**src/logic/pmi_pkg.sv**
```systemverilog
package pmi_pkg;

  // Register map, byte addresses
  localparam logic [7:0]  PHY_MGMT_DATA_WORD_OFS     = 8'ha4;
  localparam logic [7:0]  PMI_LAUNCH_OFS   = 8'ha8;
  localparam logic [31:0] PHY_MGMT_DATA_WORD_RST     = 32'h0000_0000;

  // Launch register fields
  localparam int PMI_PHY_HI   = 15;
  localparam int PMI_PHY_LO   = 11;
  localparam int PMI_IDX_HI   = 10;
  localparam int PMI_IDX_LO   = 6;
  localparam int PMI_WSEL_BIT = 1;
  localparam int PMI_BUSY_BIT = 0;

  // Management frame layout
  localparam logic [31:0] PMI_PREAMBLE   = 32'hffff_ffff;
  localparam logic [1:0]  PMI_ST         = 2'h1;
  localparam logic [1:0]  PMI_OP_WR      = 2'h1;
  localparam logic [1:0]  PMI_OP_RD      = 2'h2;
  localparam logic [1:0]  PMI_TA_WR      = 2'h2;
  localparam logic [5:0]  PMI_BIT_LAST   = 6'h3f;
  localparam logic [5:0]  PMI_TA_POS     = 6'h2e;
  localparam logic [5:0]  PHY_MGMT_DATA_WORD_POS   = 6'h30;
  localparam int          PMI_FRAME_BITS = 64;

  // Management clock: least high and low time each
  localparam int PMI_CLK_NS      = 4;
  localparam int PMI_MDC_HALF_NS = 200;
  localparam int PMI_MDC_HALF_CYC = (PMI_MDC_HALF_NS + PMI_CLK_NS - 1) / PMI_CLK_NS;
  localparam int PMI_FRAME_CYC   = 2 * PMI_FRAME_BITS * PMI_MDC_HALF_CYC;

  // Address of the virtual PHY, which is not reachable here
  localparam logic [4:0] PMI_VPHY_ADDR = 5'h00;

  typedef struct packed {
    logic [4:0] phy_addr;
    logic [4:0] target_reg_index;
    logic       mgmt_write_select;
  } pmi_acc_t;

  typedef enum logic [0:0] {
    PMI_IDLE = 1'b0,
    PMI_RUN  = 1'b1
  } pmi_state_t;

endpackage

```
**src/logic/pmi_top.sv**
```systemverilog
// The APB interface to the registers is this design's own decision.
`timescale 1ns/10ps
// Functional notes
// - PHY registers reachable only through the data and launch register pair.
// - Cycles aimed at the virtual PHY address are refused.
// - Data register is 32 bits; upper half reads zero, lower half is the word.
// - Read launched by the launch register; returned word lands in the data register.
// - Data read gives the PHY word if write select is 0, else the stored word.
// - Launch write starts a cycle; bits 15:11 PHY, 10:6 index, bit 1 write.
// - Busy bit 0 sets on launch, holds during the cycle, clears at completion.
module pmi_top
  import pmi_pkg::*;
(
  // Clock and reset
  input  wire logic        pclk,
  input  wire logic        presetn,
  // APB slave
  input  wire logic        psel,
  input  wire logic        penable,
  input  wire logic        pwrite,
  input  wire logic [31:0] paddr,
  input  wire logic [31:0] pwdata,
  input  wire logic [3:0]  pstrb,
  output logic [31:0]      prdata,
  output logic             pready,
  output logic             pslverr,
  // Management pins toward the internal PHYs
  output logic             mdc,
  output logic             mdio_o,
  output logic             mdio_oe,
  input  wire logic        mdio_i
);

  function automatic logic hits(input logic [31:0] addr, input logic [7:0] ofs);
    hits = (addr == {24'h000000, ofs});
  endfunction

  logic [31:0] prdata_reg, prdata_next;
  logic        pready_reg, pready_next;
  logic        pslverr_reg, pslverr_next;
  logic [15:0] sw_word_reg, sw_word_next;
  logic [15:0] phy_word_reg, phy_word_next;
  pmi_acc_t    acc_reg, acc_next;
  logic        busy_reg, busy_next;

  logic        setup;
  logic        access;
  logic        hit_data;
  logic        hit_launch;
  logic        vphy_hit;
  logic        launch;
  pmi_acc_t    wr_acc;
  logic        eng_done;
  logic [15:0] eng_rdata;
  logic [15:0] data_view;

  assign setup      = psel && !penable;
  assign access     = psel && penable && pready_reg;
  // Only two words decoded; PHY registers have no direct window
  assign hit_data   = hits(paddr, PHY_MGMT_DATA_WORD_OFS);
  assign hit_launch = hits(paddr, PMI_LAUNCH_OFS);
  assign wr_acc     = '{phy_addr:          pwdata[PMI_PHY_HI:PMI_PHY_LO],
                        target_reg_index:  pwdata[PMI_IDX_HI:PMI_IDX_LO],
                        mgmt_write_select: pwdata[PMI_WSEL_BIT]};
  assign vphy_hit   = (wr_acc.phy_addr == PMI_VPHY_ADDR);
  // Launches during busy are dropped; the frame in flight owns the fields
  assign launch     = access && pwrite && hit_launch && !busy_reg
                      && !vphy_hit && pstrb[1];
  assign data_view  = acc_reg.mgmt_write_select ? sw_word_reg : phy_word_reg;

  // APB answer is prepared in the setup cycle so outputs come from flops
  always_comb
  begin
    prdata_next  = prdata_reg;
    pready_next  = 1'b0;
    pslverr_next = 1'b0;
    if (setup)
    begin
      pready_next = 1'b1;
      prdata_next = '0;
      if (hit_data)
        prdata_next = {16'h0000, data_view};
      else if (hit_launch)
      begin
        prdata_next[PMI_PHY_HI:PMI_PHY_LO] = acc_reg.phy_addr;
        prdata_next[PMI_IDX_HI:PMI_IDX_LO] = acc_reg.target_reg_index;
        prdata_next[PMI_WSEL_BIT]          = acc_reg.mgmt_write_select;
        prdata_next[PMI_BUSY_BIT]          = busy_reg;
      end
      else
        pslverr_next = 1'b1;
      if (pwrite && hit_launch && !busy_reg && vphy_hit)
        pslverr_next = 1'b1;
    end
  end

  // Register state
  always_comb
  begin
    sw_word_next  = sw_word_reg;
    phy_word_next = phy_word_reg;
    acc_next      = acc_reg;
    busy_next     = busy_reg;
    if (access && pwrite && hit_data && !busy_reg)
    begin
      if (pstrb[0])
        sw_word_next[7:0] = pwdata[7:0];
      if (pstrb[1])
        sw_word_next[15:8] = pwdata[15:8];
    end
    if (launch)
    begin
      acc_next  = wr_acc;
      busy_next = 1'b1;
    end
    if (eng_done)
    begin
      busy_next = 1'b0;
      if (!acc_reg.mgmt_write_select)
        phy_word_next = eng_rdata;
    end
  end

  always_ff @(posedge pclk or negedge presetn)
  begin
    if (!presetn)
    begin
      prdata_reg   <= '0;
      pready_reg   <= 1'b0;
      pslverr_reg  <= 1'b0;
      sw_word_reg  <= PHY_MGMT_DATA_WORD_RST[15:0];
      phy_word_reg <= PHY_MGMT_DATA_WORD_RST[15:0];
      acc_reg      <= '0;
      busy_reg     <= 1'b0;
    end
    else
    begin
      prdata_reg   <= prdata_next;
      pready_reg   <= pready_next;
      pslverr_reg  <= pslverr_next;
      sw_word_reg  <= sw_word_next;
      phy_word_reg <= phy_word_next;
      acc_reg      <= acc_next;
      busy_reg     <= busy_next;
    end
  end

  assign prdata  = prdata_reg;
  assign pready  = pready_reg;
  assign pslverr = pslverr_reg;

  pmi_mdio_engine u_engine (
    .pclk    (pclk),
    .presetn (presetn),
    .start   (launch),
    .acc     (wr_acc),
    .wdata   (sw_word_reg),
    .done    (eng_done),
    .rdata   (eng_rdata),
    .mdc     (mdc),
    .mdio_o  (mdio_o),
    .mdio_oe (mdio_oe),
    .mdio_i  (mdio_i)
  );

  // Helper: cycles spent busy, for the frame length check
  logic [13:0] busy_cnt_reg, busy_cnt_next;

  always_comb
  begin
    busy_cnt_next = busy_reg ? busy_cnt_reg + 14'h0001 : 14'h0000;
  end

  always_ff @(posedge pclk or negedge presetn)
  begin
    if (!presetn)
      busy_cnt_reg <= '0;
    else
      busy_cnt_reg <= busy_cnt_next;
  end

  // Helper: cycles since the management clock last changed level
  logic       mdc_dly_reg, mdc_dly_next;
  logic [7:0] half_cnt_reg, half_cnt_next;

  always_comb
  begin
    mdc_dly_next  = mdc;
    half_cnt_next = (mdc != mdc_dly_reg) ? 8'h01 : half_cnt_reg + 8'h01;
  end

  always_ff @(posedge pclk or negedge presetn)
  begin
    if (!presetn)
    begin
      mdc_dly_reg  <= 1'b0;
      half_cnt_reg <= '0;
    end
    else
    begin
      mdc_dly_reg  <= mdc_dly_next;
      half_cnt_reg <= half_cnt_next;
    end
  end
endmodule

```
**src/logic/pmi_mdio_engine.sv**
```systemverilog
`timescale 1ns/10ps
module pmi_mdio_engine
  import pmi_pkg::*;
(
  // Clock and reset
  input  wire logic        pclk,
  input  wire logic        presetn,
  // Command side
  input  wire logic        start,
  input  wire pmi_acc_t    acc,
  input  wire logic [15:0] wdata,
  output logic             done,
  output logic [15:0]      rdata,
  // Management pins toward the internal PHYs
  output logic             mdc,
  output logic             mdio_o,
  output logic             mdio_oe,
  input  wire logic        mdio_i
);

  pmi_state_t  state_reg, state_next;
  logic [63:0] frame_reg, frame_next;
  logic [5:0]  bit_reg, bit_next;
  logic [7:0]  div_reg, div_next;
  logic        mdc_reg, mdc_next;
  logic        out_reg, out_next;
  logic        oe_reg, oe_next;
  logic        wr_reg, wr_next;
  logic        done_reg, done_next;
  logic [15:0] rd_reg, rd_next;
  logic        tick;

  assign tick = (div_reg == 8'(PMI_MDC_HALF_CYC - 1));

  always_comb
  begin
    state_next = state_reg;
    frame_next = frame_reg;
    bit_next   = bit_reg;
    div_next   = div_reg;
    mdc_next   = mdc_reg;
    out_next   = out_reg;
    oe_next    = oe_reg;
    wr_next    = wr_reg;
    done_next  = 1'b0;
    rd_next    = rd_reg;
    case (state_reg)
      PMI_IDLE:
      begin
        if (start)
        begin
          frame_next = {PMI_PREAMBLE, PMI_ST,
                        acc.mgmt_write_select ? PMI_OP_WR : PMI_OP_RD,
                        acc.phy_addr, acc.target_reg_index, PMI_TA_WR, wdata};
          bit_next   = '0;
          div_next   = '0;
          mdc_next   = 1'b0;
          out_next   = 1'b1;
          oe_next    = 1'b1;
          wr_next    = acc.mgmt_write_select;
          state_next = PMI_RUN;
        end
      end
      PMI_RUN:
      begin
        div_next = tick ? 8'h00 : div_reg + 8'h01;
        if (tick)
        begin
          mdc_next = ~mdc_reg;
          if (!mdc_reg && !wr_reg && bit_reg >= PHY_MGMT_DATA_WORD_POS)
            rd_next = {rd_reg[14:0], mdio_i};
          if (mdc_reg)
          begin
            if (bit_reg == PMI_BIT_LAST)
            begin
              // Busy falls only after the last data bit
              state_next = PMI_IDLE;
              oe_next    = 1'b0;
              out_next   = 1'b0;
              done_next  = 1'b1;
            end
            else
            begin
              bit_next   = bit_reg + 6'h01;
              frame_next = {frame_reg[62:0], 1'b0};
              out_next   = frame_reg[62];
              // Release the line at turnaround of a read
              oe_next    = wr_reg || (bit_reg + 6'h01 < PMI_TA_POS);
            end
          end
        end
      end
      default:
        state_next = PMI_IDLE;
    endcase
  end

  always_ff @(posedge pclk or negedge presetn)
  begin
    if (!presetn)
    begin
      state_reg <= PMI_IDLE;
      frame_reg <= '0;
      bit_reg   <= '0;
      div_reg   <= '0;
      mdc_reg   <= 1'b0;
      out_reg   <= 1'b0;
      oe_reg    <= 1'b0;
      wr_reg    <= 1'b0;
      done_reg  <= 1'b0;
      rd_reg    <= '0;
    end
    else
    begin
      state_reg <= state_next;
      frame_reg <= frame_next;
      bit_reg   <= bit_next;
      div_reg   <= div_next;
      mdc_reg   <= mdc_next;
      out_reg   <= out_next;
      oe_reg    <= oe_next;
      wr_reg    <= wr_next;
      done_reg  <= done_next;
      rd_reg    <= rd_next;
    end
  end

  assign done    = done_reg;
  assign rdata   = rd_reg;
  assign mdc     = mdc_reg;
  assign mdio_o  = out_reg;
  assign mdio_oe = oe_reg;

endmodule

```
**config.mk**
```make
export PLATFORM = sky130hd
export DESIGN_NAME = pmi_top
export DESIGN_NICKNAME = d
export VERILOG_FILES = /design/src/logic/pmi_pkg.sv /design/src/logic/pmi_top.sv /design/src/logic/pmi_mdio_engine.sv
export SDC_FILE = /design/constraint.sdc
export NUM_CORES = 1
export LEC_CHECK = 0
export BUFFER_PORTS_ARGS = -buffer_cell sky130_fd_sc_hd__buf_2
export CORE_MARGIN = 5
export CORE_UTILIZATION = 45
export DETAILED_ROUTE_END_ITERATION = 8
export GPL_ROUTABILITY_DRIVEN = 0
export PLACE_DENSITY = 0.7
export SYNTH_ARGS = -nofsm -noshare
export SYNTH_HDL_FRONTEND = slang
export SYNTH_SLANG_ARGS = --single-unit
```
**constraint.sdc**
```tcl
create_clock -name pclk -period 2 [get_ports pclk]
set_input_delay 0.1 -clock pclk [delete_from_list [all_inputs] [get_ports pclk]]
set_output_delay 0.1 -clock pclk [all_outputs]
set_load 0.02 [all_outputs]
```
Yosys cells after proc, flatten, opt, wreduce, memory -nomap -nowiden
Cells that the tools add are included. W data, S select, Z words.

Add/sub/neg operators: 2. Magnitude comparators: 2. Equality and inequality tests: 8. Multiplexer cells: 47. Bitwise operators: 3. Reductions and logical operators: 31.

Operators with widths (number): $mux W63 (4); $pmux W63 S2 (1); $eq A32 B8 Y1 const B (2); $mux W6 (4); $mux W1 (23); $mux W10 (2); $mux W16 (1); $mux W8 (2); $pmux W8 S2 (1); $logic_and A1 B1 Y1 (15); $pmux W6 S2 (1); $reduce_and A2 Y1 (5); $add A8 B1 Y8 const B (1); $eq A8 B6 Y1 const B (1); $ne A2 B2 Y1 const B (4); $pmux W1 S2 (4); $add A6 B1 Y6 const B (1); $eq A6 B6 Y1 const B (1); $ge A6 B6 Y1 const B (1); $lt A6 B6 Y1 const B (1); $mux W2 (3); $reduce_and A3 Y1 (2); $logic_not A1 Y1 (5); $logic_not A5 Y1 (1); 5 further kinds (7).

Flip-flop bits (word level): 161. Input port bits: 74. Output and inout port bits: 37. Word-level logic and storage cells: 113.

Depth between registers and ports, before layout
Gate-level depths: netlist (run 1).

Depth after elaboration: 9. Gate-level depth with buffers: 8. Mapped depth without buffers: 7.

Hierarchy
Synthesis (run 1) repeated with hierarchy kept, for this count alone.

Cells, all modules: 581. Area total of the unflattened synthesis: 7699.9 um2.

By module, submodules not included: pmi_mdio_engine (times used 1, cells each 360, area each 4823.4 um2, sequential area each 2477.4 um2); pmi_top (times used 1, cells each 221, area each 2876.5 um2, sequential area each 1551.5 um2).

Least setup slack after synthesis (run 1)
No wires, ideal clock.

Kind: reg-to-reg. Start point: reg busy_reg. End point: reg u_engine.div_reg[2]. Library setup time: 142 ps. Data arrival time: 1958 ps. Data required time: 1858 ps. Slack: -100 ps. Stages on the path, launching flop included: 7. Path buffers: 1. Clock period less this slack: 2100 ps. Path through: dfrtp_1 nand2b_1 or2_1 clkbuf_1 or4_1 o21bai_1 a31oi_1.

Word-level cells in the longest chain between the ends: 5.

Ends and longest elaborated chain: start: declaration (line pmi_top.sv:44) `logic busy_reg, busy_next;`; start signal: assignment (line pmi_top.sv:144) `busy_reg <= busy_next;`; $logic_not A1 Y1 (line pmi_top.sv:67) `assign launch = access && pwrite && hit_launch && !busy_reg`; $logic_and A1 B1 Y1 (line pmi_top.sv:67); $logic_and A1 B1 Y1 (2 in series) (line pmi_top.sv:68) `&& !vphy_hit && pstrb[1];`; $ne A2 B2 Y1 (no source line); end signal: assignment (line pmi_mdio_engine.sv:118) `div_reg <= div_next;`; end: declaration (line pmi_mdio_engine.sv:24) `logic [7:0] div_reg, div_next;`.

Every way passes these cells. A chain may end at the register's enable or synchronous reset.

Worst setup path after layout (run 1)
Start point: reg u_engine.div_reg[1]. End point: reg u_engine.frame_reg[21].

Word-level cells in the longest chain between the ends: 3.

Ends and longest elaborated chain: $eq A8 B6 Y1 (line pmi_mdio_engine.sv:33) `assign tick = (div_reg == 8'(PMI_MDC_HALF_CYC - 1));`; $ne A2 B2 Y1 (no source line); $reduce_and A4 Y1 (no source line); end signal: assignment (line pmi_mdio_engine.sv:116) `frame_reg <= frame_next;`; end: declaration (line pmi_mdio_engine.sv:22) `logic [63:0] frame_reg, frame_next;`.

Every way passes these cells.

==> results of run 1 <==
==> worst paths after layout <==
check,from,end,slack [ns],depth (start not counted)
setup / recovery,u_engine.div_reg[1],u_engine.frame_reg[21],0.05,10
hold / removal,pwdata[11],acc_reg[6],0.02,2
setup reg to reg,u_engine.div_reg[1],u_engine.frame_reg[21],0.05,10
hold reg to reg,u_engine.done,busy_reg,0.48,1
max in group asynchronous,presetn,u_engine.div_reg[4],1.19,3
min in group asynchronous,presetn,u_engine.rdata[5],0.16,2
==> worst max-delay path: stages, from the launching register on <==
cell and delay, ns:
sky130_fd_sc_hd__dfrtp_1 0.40, sky130_fd_sc_hd__inv_2 0.08, sky130_fd_sc_hd__ha_4 0.13, sky130_fd_sc_hd__nor4bb_4 0.28, sky130_fd_sc_hd__buf_4 0.19, sky130_fd_sc_hd__o2111ai_4 0.12, sky130_fd_sc_hd__buf_12 0.19, sky130_fd_sc_hd__clkbuf_16 0.17
sky130_fd_sc_hd__nand2_1 0.08, sky130_fd_sc_hd__nand3_1 0.07, sky130_fd_sc_hd__o221a_1 0.13
==> logic make-up after synthesis <==
kind of cell,count (synthesis),share of synthesized area
buffers and inverters,60,0.0433
XOR/XNOR,3,0.00364
multiplexers,76,0.115
flip-flops,161,0.557
adder cells (fa/ha/maj),3,0.00519
other,1,0.000519
AO/OA/AOI/OAI,132,0.148
AND/OR/NAND/NOR,167,0.126
==> report_power, final <==
group / total [mW] / leakage (nW) / switching, mW / internal (mW)
logic: 0.238 / 1.78 / 0.154 / 0.0837
registers: 3.26 / 2.17 / 0.00194 / 3.26
clock network: 3.42 / 0.301 / 1.42 / 2.00
==> metrics by stage <==
step / setup slack, ns / cell area, sq um / total power [mW] / util
after global routing: -0.0261 / 9100 / 7.16 / 0.575
final: 0.0509 / 9100 / 6.92 / 0.575
after detailed placement: -0.147 / 8140 / 3.53 / 0.514
after floorplan: 0.00788 / 7310 / 3.40 / -
after CTS: 0.00953 / 8940 / 6.97 / 0.565
after global placement: -0.0434 / 8140 / 3.53 / 0.514
==> cell type report <==
class / instances / area [sq um] / share of cell area
Multi-Input combinational cell: 397 / 3020 / 0.332
Tap cell: 216 / 270 / 0.0297
Clock inverter: 15 / 196 / 0.0216
Timing Repair Buffer: 148 / 1130 / 0.124
Clock buffer: 17 / 425 / 0.0467
Sequential cell: 161 / 4030 / 0.443
Inverter: 9 / 33.8 / 0.00371
==> synthesized netlist by cell type, drive strengths merged, types with 2 or more instances <==
library cell	count	area, sq um
nor4	9	124
inv	9	33.8
ha	3	37.5
or4	2	15.0
nor2b	4	25.0
xnor2	3	26.3
o21ai	27	139
and2	2	13.8
a211oi	3	22.5
or2	3	18.8
a22o	5	43.8
and3	4	25.0
buf	26	184
o221a	25	282
nand2b	8	50.1
a21oi	9	45.0
a22oi	12	90.1
nand4	6	50.0
nand2	67	251
nor3	4	25.0
clkbuf	25	95.1
nor2	15	56.3
nand3	33	165
dfrtp	161	4030
a31oi	5	31.3
nor4bb	3	30.0
mux2	59	664
o22a	33	289
mux2i	17	170
==> routing by layer <==
metal | vias to the layer above | wire, um | part of all wire | track usage
li1 | 2459 | - | - | -
met3 | 46 | 905 | 0.052 | 0.0419
met1 | 2714 | 7280 | 0.42 | 0.228
met2 | 198 | 8790 | 0.50 | 0.324
met4 | 0 | 498 | 0.029 | 0.0784
met5 | - | 0 | 0 | 0
==> timing repair <==
item	CTS	global route
endpoints found under the setup margin	71	80
endpoints found under the hold margin	148	0
buffers inserted	0	4
pin swaps	1	0
gates cloned	0	4
hold buffers	17	0
resized for setup	2	11
==> layout by cell type (no fill, tap or decap), drive strengths merged, types with 5 or more instances in the layout <==
cell type and count:
a21oi 9, a22o 5, a22oi 12, a31oi 5
buf 128, clkbuf 20, conb 16, dfrtp 161
dlygate4sd3 17, inv 16, mux2 59, mux2i 17
nand2 67, nand2b 8, nand3 33, nand4 6
nor2 15, nor4 9, o21ai 27, o221a 25
o22a 33
==> results.txt, run 1 <==
The run finished with clean final reports. At the pin with the least slew margin, the transition time is 0.510 ns. The number of search-and-repair iterations in the first detailed-routing pass is 5, and the clock network latency to the later pin of the worst-skew pair is 0.44 ns. Summed over all failing endpoints, the final setup total negative slack is 0 ns.

The region available for standard cell placement spans 15,800 sq um. The tools report the worst-case headroom to the max-slew limit as 0.657. The post-synthesis sequential element count was 161; the die height was 137 um. After clock tree synthesis, the clock-pin slew on the worst setup and hold paths is 0.06 ns. The run gives 4 as the H-tree depth reported by CTS. For the total routed wirelength, the log shows 17,500 um. The filler-free cell count of the finished design is 963. Share of post-route cells with drive strength above 1: 0.343. The standby leakage power is 4.24 nW, and the count of flip-flops with a built-in enable after synthesis is 0. The tree is rooted in a sky130_fd_sc_hd__clkbuf_16. The register area share after synthesis is 0.557, and the post-detailed-placement half-perimeter wirelength is 11,500 um. The count of nets left with antenna violations once routing finished came out at 0. Entering global routing, the biggest net connects 58 pins. The worst setup path is of the flop to flop kind. The number of antenna violations at the first check in global routing was 0. The violation count after the first detailed-route iteration was 440; the share of flip-flops with an asynchronous set or reset after synthesis was 1.00. The hold slack came out at 0.0183 ns. The yosys synthesis warning count is 0, and the wire length of the first global-routing pass is 27,600 um. The floorplan row count came out at 46. Setup violations remaining at the end of the flow were counted as 0.

The floorplan step defined a die boundary enclosing 18,700 sq um. Synthesis handed over a netlist of 603 instances. The synthesized netlist contains 62 unique library cells. STA classifies the critical path endpoint as a flop. The number of global-route vias before repair is 5,617. Class of the worst hold path: input port to flop.

The chip width is 137 um. The total DRC errors in the routed layout was 0; the ratio of total power to cell area was 761 nW/um^2. The final count of pins violating max slew was 0; the antenna cell count was 0. The tools report the worst vdd rail ir drop as 0.592 mV. Period utilization: 0.975. The cell count after placement is 906, and the maximum operating frequency is 0.513 GHz. Final critical delay including setup and external delays: 1.95 ns.

The fill cell instance count of the final layout was 1,273. STA puts the critical path data arrival time at 2.26 ns. The register with the most flip-flops in the layout has 63 of them. For the final number of hold-violating endpoints, the log shows 0.

TritonCTS built the clock tree. The overall track demand over capacity in global routing is 0.188, and the routed length per placed instance is 18.1 um. Clock tree synthesis inserted a total of 17 buffers.

Data on the critical path is required at its endpoint by 2.32 ns. The dominant register cell in the synthesized netlist was sky130_fd_sc_hd__dfrtp_1. The synthesized netlist occupies a cell area of 7230 sq um. STA classifies the critical path startpoint as a flop. Port buffering added 76 buffers. The run gives 2 as the maximum buffer depth of the clock tree. The number of ports placed on the die boundary is 111.

The run gives 811 as the number of nets in the layout. After global routing the overflow that remains totals 0. The number of max-cap violations is 0. Summing over every cut layer, the via total after detailed routing is 5,417.

The mean instance size in the synthesized netlist was 12.0 sq um; the initial cell density of the core was 0.457. The tree built by TritonCTS fans out to 161 sinks. Relative to the synthesized area, the layout overhead comes to 25.9%. Dividing the detail-routed via count by the number of cells gives 5.63. The worst-path maximum fanout is 12, and the setup skew after layout is 0.0125 ns.
(Power assumes the default switching activity.)
==> run 2, diff against run 1 <==
CORE_MARGIN = not set   (was 5)
==> run 2 against run 1 <==
The run now ends with negative setup slack left. Utilization grew 1.9 points. Sequential share of layout area fell by 0.33 points. Critical path depth fell by 1. Clock-buffer cell count grew 3. Clock skew shrank 0.0042 ns. Flip-flop and latch count unchanged.
==> results.txt, run 2 (synthesis results as in run 1) <==
The footprint of the multi-input gates came out at 3080 sq um. The TritonCTS buffer count is 17, and the remaining antenna violation count is 0. In the final routed layout, each cell accounts on average for 18.1 um. TritonCTS built the clock tree. By startpoint and endpoint, the worst setup path is classified as flop to flop. The share of post-route cells with drive strength above 1 came out at 0.357.

The tools report the sequential share of power as 0.476. The run finished, with violations left. The layout has 1,249 filler cells.

The detailed router finished its first iteration with 409 violations. For this run, design rule violations remaining after detail routing come to 0. The floorplan has 45 rows.

The final critical delay including setup and external delays is 2.03 ns, and the standby leakage power is 4.25 nW. From synthesis to final layout, the design area changed by 26.9%. Setup violations remaining at the end of the flow were counted as 13. Leaving out fill and tap cells, the most frequent cell in the layout is sky130_fd_sc_hd__dfrtp_1.

The final reports fail on negative setup slack. The register with the most flip-flops in the layout has 63 of them. In this run the standard cell core region covers 15,400 sq um.

The number of antenna diodes in the final layout is 0. The longest clock path from root to sink contains 2 buffers. Including well taps, the total number of placed cells is 901. The logs give 5.38 mW for the internal power component and 2.33 ns for the data arrival time at the worst-slack endpoint.

The period utilization works out to 1.02. The clock share of power came out at 0.489. In the layout the commonest cells are sky130_fd_sc_hd__dfrtp_1 (160), sky130_fd_sc_hd__buf_2 (75), sky130_fd_sc_hd__mux2_2 (59). The die is 129 um wide. The most critical setup path has its startpoint at u_engine.div_reg[1].

The number of nets in the layout was 810. For the area taken by flip-flops and latches, the log shows 4030 sq um. The launch instance of the worst register-to-register path is u_engine.div_reg[1]. The net switching fraction of the power is 0.215, and the count of port buffers added during placement is 76. Number of global-route vias before repair: 5,348. For this run the aggregate overflow at the end of global routing stands at 0. The clock arrives with 0.00824 ns of skew. The number of antenna violations at the first check in global routing was 0. The logs give -0.143 ns for the setup total negative slack and 0.857 mV for the worst vdd rail ir drop. The run gives 0.035 as the relative contribution of combinational cells to total power. Setup repair after global routing could not meet its margin everywhere.

The clock-pin slew on the worst setup and hold paths is 0.06 ns. In this run the worst hold path is classified as input port to flop. The final number of hold-violating endpoints was 0. The floorplan die area is 16,600 sq um, and the ratio of total power to cell area is 747 nW/um^2. The CTS sink count is 161.

The filler-free cell count of the finished design is 957. The worst-path maximum fanout came out at 8. STA classifies the critical path endpoint as a flop. The endpoint required time on the critical path came out at 2.30 ns. The H-tree generated during clock tree synthesis spans 4 levels. The first global-routing pass estimated 26,400 um of wire. The maximum number of pins on one net before global-route repair was 64; the final count of pins violating max slew was 0. The initial cell density of the core was 0.468. Beginning of the worst hold path: pwdata[11]. The final route contains 5,386 vias.

After detailed routing, the total wire length is 17,300 um. STA classifies the critical path startpoint as a flop. The share of the core filled with cells is 0.594, and the die height is 129 um. The number of ports placed on the die boundary was 111.

The run gives -0.0319 ns as the post-layout worst setup margin. The tools report the total net switching power as 1.47 mW. Detailed placement finished with a half-perimeter wire length of 11,100 um.

Max-cap violations in this run came to 0. The transition time at the pin with the least slew margin came out at 0.525 ns. Using the TritonRoute via totals, the vias-per-cell ratio works out to 5.63. The tree is rooted in a sky130_fd_sc_hd__clkbuf_16. The run gives 0.647 as the worst-case headroom to the max-slew limit.

The maximum operating frequency was 0.492 GHz. Before antenna repair, the detailed router went through 5 iterations. The clock network latency to the later pin of the worst-skew pair was 0.42 ns.

The run gives 0.207 as the overall track demand over capacity in global routing.
[run 2: final cells by class]
class	count	area share
Inverter	9	0.00369
Tap cell	211	0.0288
Timing Repair Buffer	147	0.126
Multi-Input combinational cell	397	0.336
Clock buffer	20	0.0498
Sequential cell	161	0.440
Clock inverter	12	0.0168
[run 2: stage by stage]
| step | hold slack (ns) | total power, mW | area [sq um] | setup slack (ns) |
|---|---|---|---|---|
| floorplan | -0.196 | 3.40 | 7310 | 0.00788 |
| global placement | 0.0643 | 3.53 | 8160 | -0.0503 |
| detailed placement | 0.0718 | 3.54 | 8160 | -0.107 |
| CTS | 0.00375 | 6.90 | 8960 | -0.00743 |
| global route | 0.0190 | 7.05 | 9170 | -0.111 |
| finish | 0.0141 | 6.85 | 9170 | -0.0319 |
[run 2: timing repair]
item | in CTS | in global routing
buffers inserted | 0 | 1
hold buffers | 17 | 0
hold endpoints to repair | 73 | 0
gates resized for setup | 5 | 22
cloned | 0 | 6
pin swaps | 0 | 5
endpoints found under the setup margin | 67 | 94
[run 2: power by group through the flow]
stage | Sequential [mW] | Clock (mW) | Combinational (mW)
global placement | 3.32 | 0 | 0.210
floorplan | 3.32 | 0 | 0.0755
finish | 3.26 | 3.35 | 0.240
global route | 3.26 | 3.52 | 0.266
CTS | 3.26 | 3.39 | 0.242
detailed placement | 3.32 | 0 | 0.216
[run 2: worst paths after layout]
check | slack (ns) | to | cells after the start
worst max register to register | -0.03 | u_engine.frame_reg[26] | 9
worst min-delay path | 0.01 | acc_reg[6] | 2
worst max-delay path | -0.03 | u_engine.frame_reg[26] | 9
min in group asynchronous | 0.19 | phy_word_reg[4] | 2
worst min register to register | 0.49 | prdata[4] | 2
max in group asynchronous | 1.15 | u_engine.frame_reg[23] | 3
[run 2: worst max-delay path: stages (launching register included)]
cell	delay, ns
sky130_fd_sc_hd__dfrtp_1	0.39
sky130_fd_sc_hd__inv_2	0.08
sky130_fd_sc_hd__ha_4	0.13
sky130_fd_sc_hd__nor4bb_4	0.29
sky130_fd_sc_hd__buf_4	0.19
sky130_fd_sc_hd__o2111ai_4	0.25
sky130_fd_sc_hd__clkbuf_16	0.28
sky130_fd_sc_hd__nand2_1	0.08
sky130_fd_sc_hd__nand3_1	0.08
sky130_fd_sc_hd__o221a_1	0.15
[run 2: routing by layer]
metal  up-vias  routed length (um)  global-route usage
li1       2464                   -                   -
met1      2723                7730               0.264
met2       177                8660               0.351
met3        22                 703              0.0374
met4         0                 235              0.0782
met5         -                   0                   0
==> run 3, diff against run 2 <==
CAP_MARGIN = 15   (was not set)
CORE_UTILIZATION = 37   (was 45)
PLACE_DENSITY = 0.6   (was 0.7)
==> run 3 against run 2 <==
The run now ends clean. Die area increased by 21%. Combinational power barely moved. Critical path type unchanged. Final area grew 0.59%. Global-route usage down 3.7 points. Largest power group is now sequential cells. Utilization fell by 11 points. Largest cell class unchanged. Flip-flop and latch count did not move.
==> results.txt, run 3 (synthesis results as in run 1) <==
The length in cells of the worst reg-to-reg path was 9; the detailed-route via count was 5,275. Relative to the synthesized area, the layout overhead comes to 27.6%. Setup slack on the worst reg-to-reg path comes out at 0.03 ns. The logs give 17,000 um for the total routed wirelength and 0.482 for the clock share of power. The worst-case IR drop observed on VDD is 0.711 mV.

TritonCTS built the clock tree. For this design the total switching power over the nets is 1.55 mW. The ratio of total power to cell area was 734 nW/um^2; the number of search-and-repair iterations in the first detailed-routing pass was 4. The core region is 18,900 sq um.

The class of the worst hold path is input port to flop. Worst setup path endpoint: u_engine.bit_reg[3]. The sequential share of power is 0.482, and the maximum buffer depth of the clock tree is 2. In the final design database the tool counted 816 nets. The floorplan row count was 50; the maximum operating frequency was 0.508 GHz. Transition time at the pin with the least slew margin: 0.541 ns. Summed over all layers, the global routing overflow is 0. The run gives 1,753 as the fill cell instance count of the final layout. Once detailed placement completed, the half-perimeter wirelength came to 11,200 um. Counting the buffers created by CTS gives 17. The path type of the worst setup path is flop to flop. The run gives 0 as the final number of hold-violating endpoints. In this run the worst setup path begins at u_engine.div_reg[1]. Share of post-route cells with drive strength above 1: 0.350.

The overall track demand over capacity in global routing was 0.170. The floorplan step set the die height to 142 um. The flow ran to the end, and the final reports show no timing, DRC or antenna violations. Cell at the root of the clock tree: sky130_fd_sc_hd__clkbuf_16. Leaving out fill and tap cells, the most frequent cell in the layout is sky130_fd_sc_hd__dfrtp_1. Between clock sinks in the finished design, the worst skew comes to 0.00776 ns. The setup total negative slack came out at 0 ns.

The logs give 0 for the total DRC errors in the routed layout and 26,600 um for the wire length of the first global-routing pass. The run gives 0.42 ns as the clock network latency to the later pin of the worst-skew pair. The number of antenna violations at the first check in global routing was 0. The worst path in the final design needs a cycle of 1.97 ns, including I/O delays and setup.

After detailed routing, the number of vias per cell comes to 5.21. Entering global routing, the biggest net connects 58 pins. During I/O placement, the number of pins put on the boundary was 111. The logs give 0 for the number of max-cap violations and 0 for the final count of pins violating max slew. The number of global-route vias before repair is 5,311, and the count of port buffers added during placement is 76. In this run the worst path has a maximum fanout of 6. The logs give 0.036 for the relative contribution of combinational cells to total power and 0.0331 ns for the post-layout worst setup margin. Setup repair after global routing could not meet its margin everywhere.

The startpoint identified for the worst register-to-register timing path is u_engine.div_reg[1]. The tools report the startpoint type of the worst setup path as a flop. The net switching fraction of the power came out at 0.229.

The period utilization is 0.983. The run gives 0.639 as the worst-case headroom to the max-slew limit. Routed length per placed instance: 16.8 um. The H-tree was split into 4 levels.

The logs give -0.102 ns for the minimum setup slack after placement and 0 for the antenna cell count. The worst setup path is captured at a flop. The initial cell density of the core was 0.383; the CTS sink count was 161. Cell internal power was estimated by the tool at 5.22 mW. In this run, the number of DRC markers left after iteration 0 of detailed routing was 268.

For the worst setup path, the data required time is 2.36 ns. The top cell types in the final layout, fill and taps aside, are sky130_fd_sc_hd__dfrtp_1 (161), sky130_fd_sc_hd__buf_2 (75), sky130_fd_sc_hd__nand2_1 (66). In this run the remaining antenna-violating nets after routing total 0. The number of setup violations in the final report was 0. The worst register-to-register path ends at u_engine.bit_reg[3]. The floorplan die area came out at 20,100 sq um. Chip width: 142 um. The register with the most flip-flops in the layout has 63 of them. The tools report the data arrival time at the worst-slack endpoint as 2.33 ns. After clock tree synthesis, the clock-pin slew on the worst setup and hold paths is 0.07 ns. The tools report the standby leakage power as 4.27 nW.
## run 3: cell count changes in the layout (fill, tap and decap cells not counted), sizes merged
cell,before,now
inv,11,15
bufinv,3,2
clkbuf,24,22
buf,126,131
## run 3: metal layers
| metal | track usage | wire length, um | vias to the layer above |
|---|---|---|---|
| met1 | 0.222 | 7750 | 2652 |
| met4 | 0.0656 | 296 | 0 |
| met2 | 0.283 | 8320 | 132 |
| met5 | 0 | 0 | - |
| met3 | 0.0304 | 632 | 20 |
| li1 | - | - | 2471 |
## run 3: how the worst min path moves through the flow
stage                     startpoint              end  slack, ns  cells past startpoint
after detailed placement     presetn        prdata[2]       0.11                      1
after global routing      pwdata[10]  sw_word_reg[10]       0.01                      2
final                     pwdata[10]  sw_word_reg[10]       0.01                      2
after CTS                 pwdata[10]       acc_reg[5]      0.008                      2
after floorplan              presetn       acc_reg[0]      -0.20                      0
after global placement       presetn  phy_word_reg[4]        0.1                      1
## run 3: power groups by stage
stage               sequential, mW  clock (mW)  combinational, mW
global placement              3.32           0              0.216
detailed placement            3.32           0              0.221
finish                        3.26        3.26              0.242
floorplan                     3.32           0             0.0755
global route                  3.26        3.50              0.272
CTS                           3.26        3.35              0.248
## run 3: worst max-delay path: stages, from the launching register on
cell,delay (ns)
sky130_fd_sc_hd__dfrtp_1,0.39
sky130_fd_sc_hd__inv_2,0.08
sky130_fd_sc_hd__ha_4,0.13
sky130_fd_sc_hd__nor4bb_4,0.28
sky130_fd_sc_hd__buf_4,0.19
sky130_fd_sc_hd__o2111ai_4,0.12
sky130_fd_sc_hd__buf_4,0.20
sky130_fd_sc_hd__clkbuf_16,0.16
sky130_fd_sc_hd__nor3_1,0.21
sky130_fd_sc_hd__a211o_1,0.14
## run 3: repair_timing
| action | CTS | global route |
|---|---|---|
| setup endpoints to repair | 69 | 99 |
| hold buffers | 17 | 0 |
| pin swaps | 0 | 4 |
| gates resized for setup | 6 | 11 |
| cloned | 0 | 5 |
| setup buffers | 0 | 6 |
| hold endpoints to repair | 80 | 0 |
## run 3: area by class of cell
type / instances / area [sq um] / share of cell area
inverters: 9 / 33.8 / 0.00366
multi-input cells: 397 / 3030 / 0.329
flip-flops and latches: 161 / 4030 / 0.437
repair buffers: 153 / 1200 / 0.130
clock inverters: 15 / 171 / 0.0186
well taps: 260 / 325 / 0.0353
clock buffers: 17 / 425 / 0.0461
## run 3: per-stage QoR
step	utilization	power [mW]	instance area, sq um	std cells	hold slack [ns]
5_1_grt	0.488	7.03	9220	1012	0.0122
4_1_cts	0.477	6.85	9010	1001	0.00788
2_1_floorplan	-	3.40	7310	618	-0.196
3_5_place_dp	0.435	3.54	8220	952	0.106
3_3_place_gp	0.435	3.54	8220	952	0.0999
6_report	0.488	6.77	9220	1012	0.0131
